===== config.mk =====
export PLATFORM = sky130hd
export DESIGN_NAME = smpeg_guard
export DESIGN_NICKNAME = d
export VERILOG_FILES = /design/src/smpeg_pkg.sv /design/src/smpeg_qty_if.sv /design/src/smpeg_force_lim.sv /design/src/smpeg_guard.sv /design/src/smpeg_mon_sel.sv
export SDC_FILE = /design/constraint.sdc
export NUM_CORES = 2
export LEC_CHECK = 0
export ABC_AREA = 0
export BUFFER_PORTS_ARGS = -buffer_cell sky130_fd_sc_hd__buf_4
export CORE_ASPECT_RATIO = 1.75
export CORE_MARGIN = 2
export CORE_UTILIZATION = 55
export CTS_CLUSTER_DIAMETER = 80
export DETAILED_ROUTE_END_ITERATION = 8
export PLACE_DENSITY = 0.76
export SYNTH_ARGS = -nofsm -noshare
export SYNTH_HDL_FRONTEND = slang
export SYNTH_SLANG_ARGS = --single-unit
export TNS_END_PERCENT = 100

===== constraint.sdc =====
create_clock -name REF_CLK -period 12.3 [get_ports REF_CLK]
set_clock_uncertainty 0.15 [all_clocks]
set_input_delay 0.615 -clock REF_CLK [delete_from_list [all_inputs] [get_ports REF_CLK]]
set_output_delay 0.615 -clock REF_CLK [all_outputs]
set_load 0.03 [all_outputs]

===== src/smpeg_pkg.sv =====
/*
 * Shared constants and types for the servo monitor and position error
 * guard: monitor select codes, monitor levels, reset values, states.
 * Assumes monitor words are signed millivolt codes for a later DAC.
 */
package smpeg_pkg;

    ////////////////////////////////////////////////////////////////////////
    // Widths
    localparam int DW = 32;
    localparam int LW = 30;

    ////////////////////////////////////////////////////////////////////////
    // Monitor selection codes
    localparam logic [3:0] SEL_SPEED = 4'h0;
    localparam logic [3:0] SEL_SPD_REF = 4'h1;
    localparam logic [3:0] SEL_FRC_REF = 4'h2;
    localparam logic [3:0] SEL_POS_ERR = 4'h3;
    localparam logic [3:0] SEL_AMP_ERR = 4'h4;
    localparam logic [3:0] SEL_REF_SPD = 4'h5;
    localparam logic [3:0] SEL_POS_DONE = 4'h8;
    localparam logic [3:0] SEL_SPD_FF = 4'h9;
    localparam logic [3:0] SEL_FRC_FF = 4'hA;
    localparam logic [3:0] SEL_GAIN = 4'hB;
    localparam logic [3:0] SEL_REF_DONE = 4'hC;

    ////////////////////////////////////////////////////////////////////////
    // Monitor levels in millivolts
    localparam logic [31:0] LVL_HIGH = 32'h0000_1388;
    localparam logic [31:0] LVL_LOW = 32'h0000_0000;
    localparam logic [31:0] LVL_GAIN1 = 32'h0000_03E8;
    localparam logic [31:0] LVL_GAIN2 = 32'h0000_07D0;

    ////////////////////////////////////////////////////////////////////////
    // Values after reset and limits
    localparam logic [3:0] MON1_RST = 4'h2;
    localparam logic [3:0] MON2_RST = 4'h0;
    localparam logic [29:0] EXCESS_RST = 30'h050_0000;
    localparam logic [29:0] SWON_RST = 30'h050_0000;
    localparam logic [29:0] LVL_MIN = 30'h000_0001;
    localparam logic [13:0] CAP_RST = 14'h2710;
    localparam logic [13:0] CAP_MAX = 14'h2710;
    localparam logic [15:0] FCAP_RST = 16'h0064;
    localparam logic [15:0] GAIN_RST = 16'h0190;
    localparam logic [15:0] PPU_RST = 16'h0001;
    localparam logic [51:0] GAIN_SCALE = 52'h0_0000_0000_000A;

    ////////////////////////////////////////////////////////////////////////
    // Control modes and guard states
    typedef enum logic [2:0] {
        MODE_SPEED = 3'h1,
        MODE_POS = 3'h2,
        MODE_FORCE = 3'h4
    } smpeg_mode_t;

    typedef enum logic [3:0] {
        ST_OFF = 4'h1,
        ST_RUN = 4'h2,
        ST_CAP = 4'h4,
        ST_STOP = 4'h8
    } smpeg_state_t;

endpackage : smpeg_pkg


===== src/smpeg_qty_if.sv =====
/*
 * Bundle of monitorable quantities passed from the guard to the monitor
 * selectors. Assumes one producer and any number of readers.
 */
`timescale 1ns/1ps
interface smpeg_qty_if;
    logic [31:0] speed;
    logic [31:0] spd_ref;
    logic [31:0] frc_ref;
    logic [31:0] pos_err;
    logic [31:0] amp_err;
    logic [31:0] ref_spd;
    logic [31:0] spd_ff;
    logic [31:0] frc_ff;
    logic pos_done;
    logic gain2;
    logic ref_done;

    modport src (output speed, spd_ref, frc_ref, pos_err, amp_err,
        ref_spd, spd_ff, frc_ff, pos_done, gain2, ref_done);
    modport snk (input speed, spd_ref, frc_ref, pos_err, amp_err,
        ref_spd, spd_ff, frc_ff, pos_done, gain2, ref_done);
endinterface : smpeg_qty_if


===== src/smpeg_force_lim.sv =====
/*
 * Force limiter: clamps the force request between the forward cap and
 * the negated reverse cap, both in percent of rated force. Assumes the
 * request is a signed percent value.
 */
`timescale 1ns/1ps
module smpeg_force_lim
    import smpeg_pkg::*;
(
    // Clock and reset
    input logic clk,
    input logic rst,
    // Request and caps
    input logic signed [15:0] req,
    input logic [15:0] fwd_cap,
    input logic [15:0] rev_cap,
    // Limited force
    output logic signed [15:0] force_out
);
    logic signed [16:0] hi;
    logic signed [16:0] lo;
    logic signed [15:0] next_force;

    ////////////////////////////////////////////////////////////////////////
    // Clamp; widened to 17 bits so a full-scale cap cannot wrap
    assign hi = $signed({1'b0, fwd_cap});
    assign lo = -$signed({1'b0, rev_cap});

    always_comb begin
        if (17'(req) > hi) begin
            next_force = 16'(hi);
        end else if (17'(req) < lo) begin
            next_force = 16'(lo);
        end else begin
            next_force = req;
        end
    end

    always_ff @(posedge clk or posedge rst) begin
        if (rst) begin
            force_out <= 16'sh0000;
        end else begin
            force_out <= next_force;
        end
    end
endmodule : smpeg_force_lim


===== src/smpeg_guard.sv =====
/*
 * Servo monitor and position error guard: two analog monitor channels
 * and the excessive position error protection, including the checks at
 * servo switch-on. Assumes all inputs are synchronous to REF_CLK and
 * that configuration is loaded by a one-cycle CFG_LOAD pulse.
 */
`timescale 1ns/1ps
module smpeg_guard
    import smpeg_pkg::*;
(
    // Clock and reset
    input logic REF_CLK,
    input logic RST,
    // Configuration, captured on CFG_LOAD
    input logic CFG_LOAD,
    input logic [3:0] MON1_SEL,
    input logic [3:0] MON2_SEL,
    input logic [29:0] EXCESS_LEVEL,
    input logic [29:0] SWON_LEVEL,
    input logic [13:0] SPEED_CAP,
    input logic [3:0] CLEAR_SETTING,
    input logic [15:0] FWD_FORCE_CAP,
    input logic [15:0] REV_FORCE_CAP,
    input logic [15:0] LOOP_GAIN,
    input logic [15:0] PULSES_PER_UNIT,
    // Control from host
    input logic [2:0] MODE,
    input logic SERVO_ON,
    input logic NEW_REF,
    input logic ALARM_CLEAR,
    // Loop quantities
    input logic [31:0] POS_REF,
    input logic [31:0] POS_ACT,
    input logic [31:0] SPEED_FB,
    input logic [31:0] SPEED_REF,
    input logic [31:0] FORCE_REF,
    input logic [31:0] AMP_ERR,
    input logic [31:0] REF_SPEED,
    input logic [31:0] SPEED_FF,
    input logic [31:0] FORCE_FF,
    input logic POS_DONE,
    input logic GAIN2_ACTIVE,
    input logic REF_DONE,
    input logic signed [15:0] FORCE_REQ,
    // Monitor outputs
    output logic [31:0] MON1,
    output logic [31:0] MON2,
    // Guard outputs
    output logic [31:0] POS_ERR,
    output logic ERR_CLEAR,
    output logic MOTOR_STOP,
    output logic SPEED_LIMIT_ON,
    output logic [13:0] SPEED_LIMIT,
    output logic LAG_OVER_STEADY,
    output logic EXCESS_ALARM,
    output logic SWITCH_ON_OVERFLOW_ALARM,
    output logic SPEED_CAP_OVERFLOW_ALARM,
    output logic signed [15:0] FORCE_OUT
);
    logic [3:0] mon_sel [2];
    logic [3:0] next_mon_sel [2];
    logic [29:0] excess_lvl, next_excess_lvl;
    logic [29:0] swon_lvl, next_swon_lvl;
    logic [13:0] cap, next_cap;
    logic [3:0] clr_set, next_clr_set;
    logic [15:0] fwd_cap, next_fwd_cap;
    logic [15:0] rev_cap, next_rev_cap;
    logic [15:0] gain, next_gain;
    logic [15:0] ppu, next_ppu;
    logic [31:0] err, next_err;
    logic [31:0] err_mag;
    logic [31:0] spd_mag;
    logic err_keep;
    logic servo_q;
    logic sw_on;
    logic pos_mode;
    logic next_err_clr;
    logic next_lag;
    logic [51:0] lag_x;
    logic [51:0] steady_x;
    logic excess_hit, swon_hit, cap_hit;
    logic next_exc, next_swon, next_capov;
    smpeg_state_t state, next_state;

    smpeg_qty_if qty ();

    ////////////////////////////////////////////////////////////////////////
    // Configuration registers; levels below one are raised to one and the
    // speed cap is held to its maximum so software cannot disarm the guard
    always_comb begin
        next_mon_sel = mon_sel;
        next_excess_lvl = excess_lvl;
        next_swon_lvl = swon_lvl;
        next_cap = cap;
        next_clr_set = clr_set;
        next_fwd_cap = fwd_cap;
        next_rev_cap = rev_cap;
        next_gain = gain;
        next_ppu = ppu;
        if (CFG_LOAD) begin
            next_mon_sel[0] = MON1_SEL;
            next_mon_sel[1] = MON2_SEL;
            next_excess_lvl = (EXCESS_LEVEL < LVL_MIN) ? LVL_MIN : EXCESS_LEVEL;
            next_swon_lvl = (SWON_LEVEL < LVL_MIN) ? LVL_MIN : SWON_LEVEL;
            next_cap = (SPEED_CAP > CAP_MAX) ? CAP_MAX : SPEED_CAP;
            next_clr_set = CLEAR_SETTING;
            next_fwd_cap = FWD_FORCE_CAP;
            next_rev_cap = REV_FORCE_CAP;
            next_gain = LOOP_GAIN;
            next_ppu = PULSES_PER_UNIT;
        end
    end

    always_ff @(posedge REF_CLK or posedge RST) begin
        if (RST) begin
            mon_sel[0] <= MON1_RST;
            mon_sel[1] <= MON2_RST;
            excess_lvl <= EXCESS_RST;
            swon_lvl <= SWON_RST;
            cap <= CAP_RST;
            clr_set <= 4'h0;
            fwd_cap <= FCAP_RST;
            rev_cap <= FCAP_RST;
            gain <= GAIN_RST;
            ppu <= PPU_RST;
        end else begin
            mon_sel <= next_mon_sel;
            excess_lvl <= next_excess_lvl;
            swon_lvl <= next_swon_lvl;
            cap <= next_cap;
            clr_set <= next_clr_set;
            fwd_cap <= next_fwd_cap;
            rev_cap <= next_rev_cap;
            gain <= next_gain;
            ppu <= next_ppu;
        end
    end

    ////////////////////////////////////////////////////////////////////////
    // Position error; while off with a zero clear setting it is held at
    // zero and the loop is told to follow the actual position
    assign err_keep = (clr_set != 4'h0);
    assign pos_mode = (MODE == MODE_POS);
    assign err_mag = err[31] ? 32'(-err) : err;
    assign spd_mag = SPEED_FB[31] ? 32'(-SPEED_FB) : SPEED_FB;
    assign sw_on = SERVO_ON & ~servo_q;

    // Steady lag test without a divider: err*gain > speed*ppu*10
    assign lag_x = 52'(err_mag) * 52'(gain);
    assign steady_x = 52'(spd_mag) * 52'(ppu) * GAIN_SCALE;

    always_comb begin
        if (!SERVO_ON && !err_keep) begin
            next_err = 32'h0000_0000;
        end else begin
            next_err = 32'(POS_REF - POS_ACT);
        end
        next_err_clr = !SERVO_ON && !err_keep;
        next_lag = pos_mode && (lag_x > steady_x);
    end

    always_ff @(posedge REF_CLK or posedge RST) begin
        if (RST) begin
            err <= 32'h0000_0000;
            servo_q <= 1'b0;
            ERR_CLEAR <= 1'b0;
            LAG_OVER_STEADY <= 1'b0;
        end else begin
            err <= next_err;
            servo_q <= SERVO_ON;
            ERR_CLEAR <= next_err_clr;
            LAG_OVER_STEADY <= next_lag;
        end
    end

    ////////////////////////////////////////////////////////////////////////
    // Trip conditions
    assign excess_hit = (state == ST_RUN) && pos_mode
        && (err_mag >= 32'(excess_lvl));
    assign swon_hit = (state == ST_OFF) && sw_on
        && (err_mag > 32'(swon_lvl));
    assign cap_hit = (state == ST_CAP) && SERVO_ON && NEW_REF
        && (err_mag > 32'(excess_lvl));

    ////////////////////////////////////////////////////////////////////////
    // Guard state machine and latched alarms; a new trip wins over clear
    always_comb begin
        next_exc = (EXCESS_ALARM & ~ALARM_CLEAR) | excess_hit;
        next_swon = (SWITCH_ON_OVERFLOW_ALARM & ~ALARM_CLEAR) | swon_hit;
        next_capov = (SPEED_CAP_OVERFLOW_ALARM & ~ALARM_CLEAR) | cap_hit;
        next_state = state;
        case (state)
            ST_OFF: begin
                if (swon_hit) begin
                    next_state = ST_STOP;
                end else if (sw_on && err_keep && err_mag != 32'h0) begin
                    next_state = ST_CAP;
                end else if (sw_on) begin
                    next_state = ST_RUN;
                end
            end
            ST_RUN: begin
                if (excess_hit) begin
                    next_state = ST_STOP;
                end else if (!SERVO_ON) begin
                    next_state = ST_OFF;
                end
            end
            ST_CAP: begin
                if (cap_hit) begin
                    next_state = ST_STOP;
                end else if (!SERVO_ON) begin
                    next_state = ST_OFF;
                end else if (err_mag == 32'h0) begin
                    next_state = ST_RUN;
                end
            end
            ST_STOP: begin
                if (ALARM_CLEAR) begin
                    next_state = ST_OFF;
                end
            end
            default: next_state = ST_OFF;
        endcase
    end

    always_ff @(posedge REF_CLK or posedge RST) begin
        if (RST) begin
            state <= ST_OFF;
            EXCESS_ALARM <= 1'b0;
            SWITCH_ON_OVERFLOW_ALARM <= 1'b0;
            SPEED_CAP_OVERFLOW_ALARM <= 1'b0;
        end else begin
            state <= next_state;
            EXCESS_ALARM <= next_exc;
            SWITCH_ON_OVERFLOW_ALARM <= next_swon;
            SPEED_CAP_OVERFLOW_ALARM <= next_capov;
        end
    end

    // State-derived outputs, plus the speed cap value and the position error
    assign MOTOR_STOP = (state == ST_STOP);
    assign SPEED_LIMIT_ON = (state == ST_CAP);
    assign SPEED_LIMIT = cap;
    assign POS_ERR = err;

    ////////////////////////////////////////////////////////////////////////
    // Monitor quantities and the two channels
    assign qty.speed = SPEED_FB;
    assign qty.spd_ref = SPEED_REF;
    assign qty.frc_ref = FORCE_REF;
    assign qty.pos_err = pos_mode ? err : 32'h0000_0000;
    assign qty.amp_err = pos_mode ? AMP_ERR : 32'h0000_0000;
    assign qty.ref_spd = REF_SPEED;
    assign qty.spd_ff = SPEED_FF;
    assign qty.frc_ff = FORCE_FF;
    assign qty.pos_done = POS_DONE;
    assign qty.gain2 = GAIN2_ACTIVE;
    assign qty.ref_done = REF_DONE;

    logic [31:0] mon_word [2];

    for (genvar ch = 0; ch < 2; ch++) begin : g_mon
        smpeg_mon_sel u_mon (
            .clk(REF_CLK),
            .rst(RST),
            .sel(mon_sel[ch]),
            .qty(qty),
            .mon(mon_word[ch])
        );
    end

    assign MON1 = mon_word[0];
    assign MON2 = mon_word[1];

    smpeg_force_lim u_force (
        .clk(REF_CLK),
        .rst(RST),
        .req(FORCE_REQ),
        .fwd_cap(fwd_cap),
        .rev_cap(rev_cap),
        .force_out(FORCE_OUT)
    );
endmodule : smpeg_guard


===== src/smpeg_mon_sel.sv =====
/*
 * One monitor channel: picks a quantity by its selection code and
 * registers it. Assumes the select code is already a stable register.
 */
`timescale 1ns/1ps
module smpeg_mon_sel
    import smpeg_pkg::*;
(
    // Clock and reset
    input logic clk,
    input logic rst,
    // Selection and quantities
    input logic [3:0] sel,
    smpeg_qty_if.snk qty,
    // Monitor word
    output logic [31:0] mon
);
    logic [31:0] next_mon;

    ////////////////////////////////////////////////////////////////////////
    // Selection; reserved codes give zero
    always_comb begin
        case (sel)
            SEL_SPEED: next_mon = qty.speed;
            SEL_SPD_REF: next_mon = qty.spd_ref;
            SEL_FRC_REF: next_mon = qty.frc_ref;
            SEL_POS_ERR: next_mon = qty.pos_err;
            SEL_AMP_ERR: next_mon = qty.amp_err;
            SEL_REF_SPD: next_mon = qty.ref_spd;
            SEL_POS_DONE: next_mon = qty.pos_done ? LVL_HIGH : LVL_LOW;
            SEL_SPD_FF: next_mon = qty.spd_ff;
            SEL_FRC_FF: next_mon = qty.frc_ff;
            SEL_GAIN: next_mon = qty.gain2 ? LVL_GAIN2 : LVL_GAIN1;
            SEL_REF_DONE: next_mon = qty.ref_done ? LVL_HIGH : LVL_LOW;
            default: next_mon = LVL_LOW;
        endcase
    end

    always_ff @(posedge clk or posedge rst) begin
        if (rst) begin
            mon <= 32'h0000_0000;
        end else begin
            mon <= next_mon;
        end
    end
endmodule : smpeg_mon_sel


==> run metrics <==
status finished, violations left; failing checks design-rule violations; CTS Buf Count 30; Max Cap Viol 0; Netlist cell types 80; htree depth 1; #FFs+latches synth 272; Tcrit/Tclk final between 90% and 100%; ys async rst share 100.0%; Post-synth EDFFs 0; Max Slew Vio Count 0; largest net degree at the start of global routing slightly below 90; Hold Vio Cnt, Final 0; I/O Buffers between 500 and 600; worst path buffer plus inverter count 10; WP depth 50; relative slew slack between 7 and 8%; CP peak stage delay between 0.5 and 0.6 ns; Final GP Congestion ~1.0; area grow syn2layout 16.55%; GR Overflow Total 0; area of the mapped netlist roughly 54000 um2; commonest non-fill, non-tap cell in the layout inv_1; CP Data Required Time 12.69 ns; Warnings, synthesis 0; clock buffer depth 3; clock root cell clkbuf_16; Setup crit start SPEED_FB[5]; r2r worst-path depth 37; share of layout cells above drive strength 1 around 17%; HP Class in2reg; Worst Max-Slew Pin Slew roughly 1.4 ns; instance count of the mapped netlist ~6200; 1st-iter DRT viols between 3000 and 4000; TritonCTS clock tree yes; GRT met1 Usage between 40% and 50%; Final HPWL DP 161100 um; drt wl/cell approximately 24 um; CP max stage cell fa_1; total core area about 97000 um2; clock sinks approximately 270; DR vias ~49000; total wire length just under 200000 um; minimum clock period 11.70 ns; DRT Pass-1 Iters 9; Crit. End Element flop; syn avg cell area 8.706 um2; hold_ws 0.01435 ns; initial antenna violation count 64; fin util between 60% and 70%; clk slew on worst S/H paths about 0.07 ns; M3 GR Usage around 11%; fmax around 85 MHz; Worst R2R End LAG_OVER_STEADY; initial core utilization 55.61%; crit path capture LAG_OVER_STEADY; Post-route DRC 65; reg2reg start POS_ERR[2]; Syn Nets about 8000; final setup vio count 0; nets between 8000 and 9000; first-pass GRT wire length about 300000 um; Startpoint Class primary input; Critical Path AT between 10 and 15 ns; std cell rows about 150; Seq/Total Area, Yosys 12.68%; most frequent cells in the layout inv_1, nand2_1, buf_4, fa_1, ha_1; vias in the first global route between 50000 and 60000; io pins 599; vias per cell 6.000; CP top delay family adder cells; flop2flop setup slack approximately 1.3 ns; Total Routing Usage GR roughly two fifths; die height between 400 and 500 um; Die X approximately 240 um; critical path class in2reg; antenna-violating nets left 0; Most Used Layer, Global Route met2; met2 Usage GRT roughly two thirds; Skew-Pair Late Insertion Delay approximately 0.67 ns; die area between 100000 and 150000 um2; Crit Path Max Fanout 6; Main synth FF type dfrtp_1
flip-flops by register name, indices dropped and copies added, names as in the netlist, 14 cells and up:
name and count:
g_mon.u_mon.mon 64, SPEED_LIMIT 14, rev_cap 16, gain 16, u_force.force_out 16, POS_ERR 32
fwd_cap 16, excess_lvl 30, swon_lvl 30, ppu 16
through the flow:
stage	setup WS [ns]	setup TNS (ns)	instance area [um2]	std cells
4_1_cts	0.4915	0	62630	8153
3_3_place_gp	-0.04184	-0.04184	61540	8095
6_report	0.5960	0	62820	8198
3_5_place_dp	-0.1514	-0.1514	61540	8095
2_1_floorplan	0.3699	0	53900	6191
5_1_grt	-0.006296	-0.006296	62780	8181
worst min-delay path by stage:
| stage | endpoint | cells after the start | start |
|---|---|---|---|
| global route | mon_sel[4] | 2 | MON1_SEL[0] |
| detailed placement | u_force.force_out[1] | 2 | fwd_cap[1] |
| global placement | u_force.force_out[1] | 2 | fwd_cap[1] |
| floorplan | u_force.force_out[1] | 2 | fwd_cap[1] |
| finish | fwd_cap[7] | 3 | FWD_FORCE_CAP[7] |
| CTS | fwd_cap[7] | 3 | FWD_FORCE_CAP[7] |
layer usage:
metal,part of all wire (%),up-vias
met5,0.089,-
met4,9.2,28
met3,9.9,861
met2,48,2572
met1,33,24310
li1,-,21420
synth_stat cells, types with 39 or more instances:
library cell  number  area, um2
a21o_1           122      915.9
a21oi_1          198      991.0
a221oi_1          42      367.9
a222oi_1          67      670.6
a22o_1            39      341.6
and2_1           349       2183
clkbuf_1         287       1077
dfrtp_1          251       6281
fa_1             838      16780
ha_1             496       6206
inv_1           1048       3934
mux2_2            74      833.3
nand2_1          968       3633
nand2b_1          48      300.3
nand3_1           94      470.5
nand4_1           70      437.9
nor2_1           150      563.0
nor2b_1           39      244.0
nor3_1            41      205.2
o21ai_0          241       1206
xnor2_1          161       1410
xor2_1            65      569.3
cells by family after synthesis:
family                     Yosys count  synth area share (%)
AOI/OAI and AO/OA                 1007                 12.73
xor gates and xnor gates           227                 3.703
adders and majority gates         1334                 42.64
buffers and inverters             1349                 9.432
DFF                                272                 12.68
muxes                               94                 1.917
and+or+nand+nor                   1908                 16.90
cell type report:
type | instances | area, um2
fillers | 8325 | 34100
repair buffers | 909 | 6870
flip-flops and latches | 272 | 6833
diodes | 43 | 107.6
clock buffers | 33 | 792.0
clock inverters | 23 | 271.5
inverters | 1048 | 3941
multi-input cells | 4570 | 42380
well taps | 1300 | 1627
repair_timing:
item / CTS / global route
endpoints found under the hold margin: 85 / 0
resized for setup: 0 / 16
setup endpoints to repair: 0 / 1
setup buffers: 0 / 2
hold buffers: 2 / 0
worst reg2reg max path: cells and delay by family (launching register included):
kind,cells,cell delay [ns]
buffers and inverters,7,0.83
AND/OR/NAND/NOR,12,3.21
AO/OA/AOI/OAI,9,1.91
XOR/XNOR,1,0.36
adder cells (fa/ha/maj),8,3.81
flip-flops,1,0.66
Power is left out: the tool's default activity adds up to more than one toggle a clock period on the data nets, which glitch-free logic cannot reach.
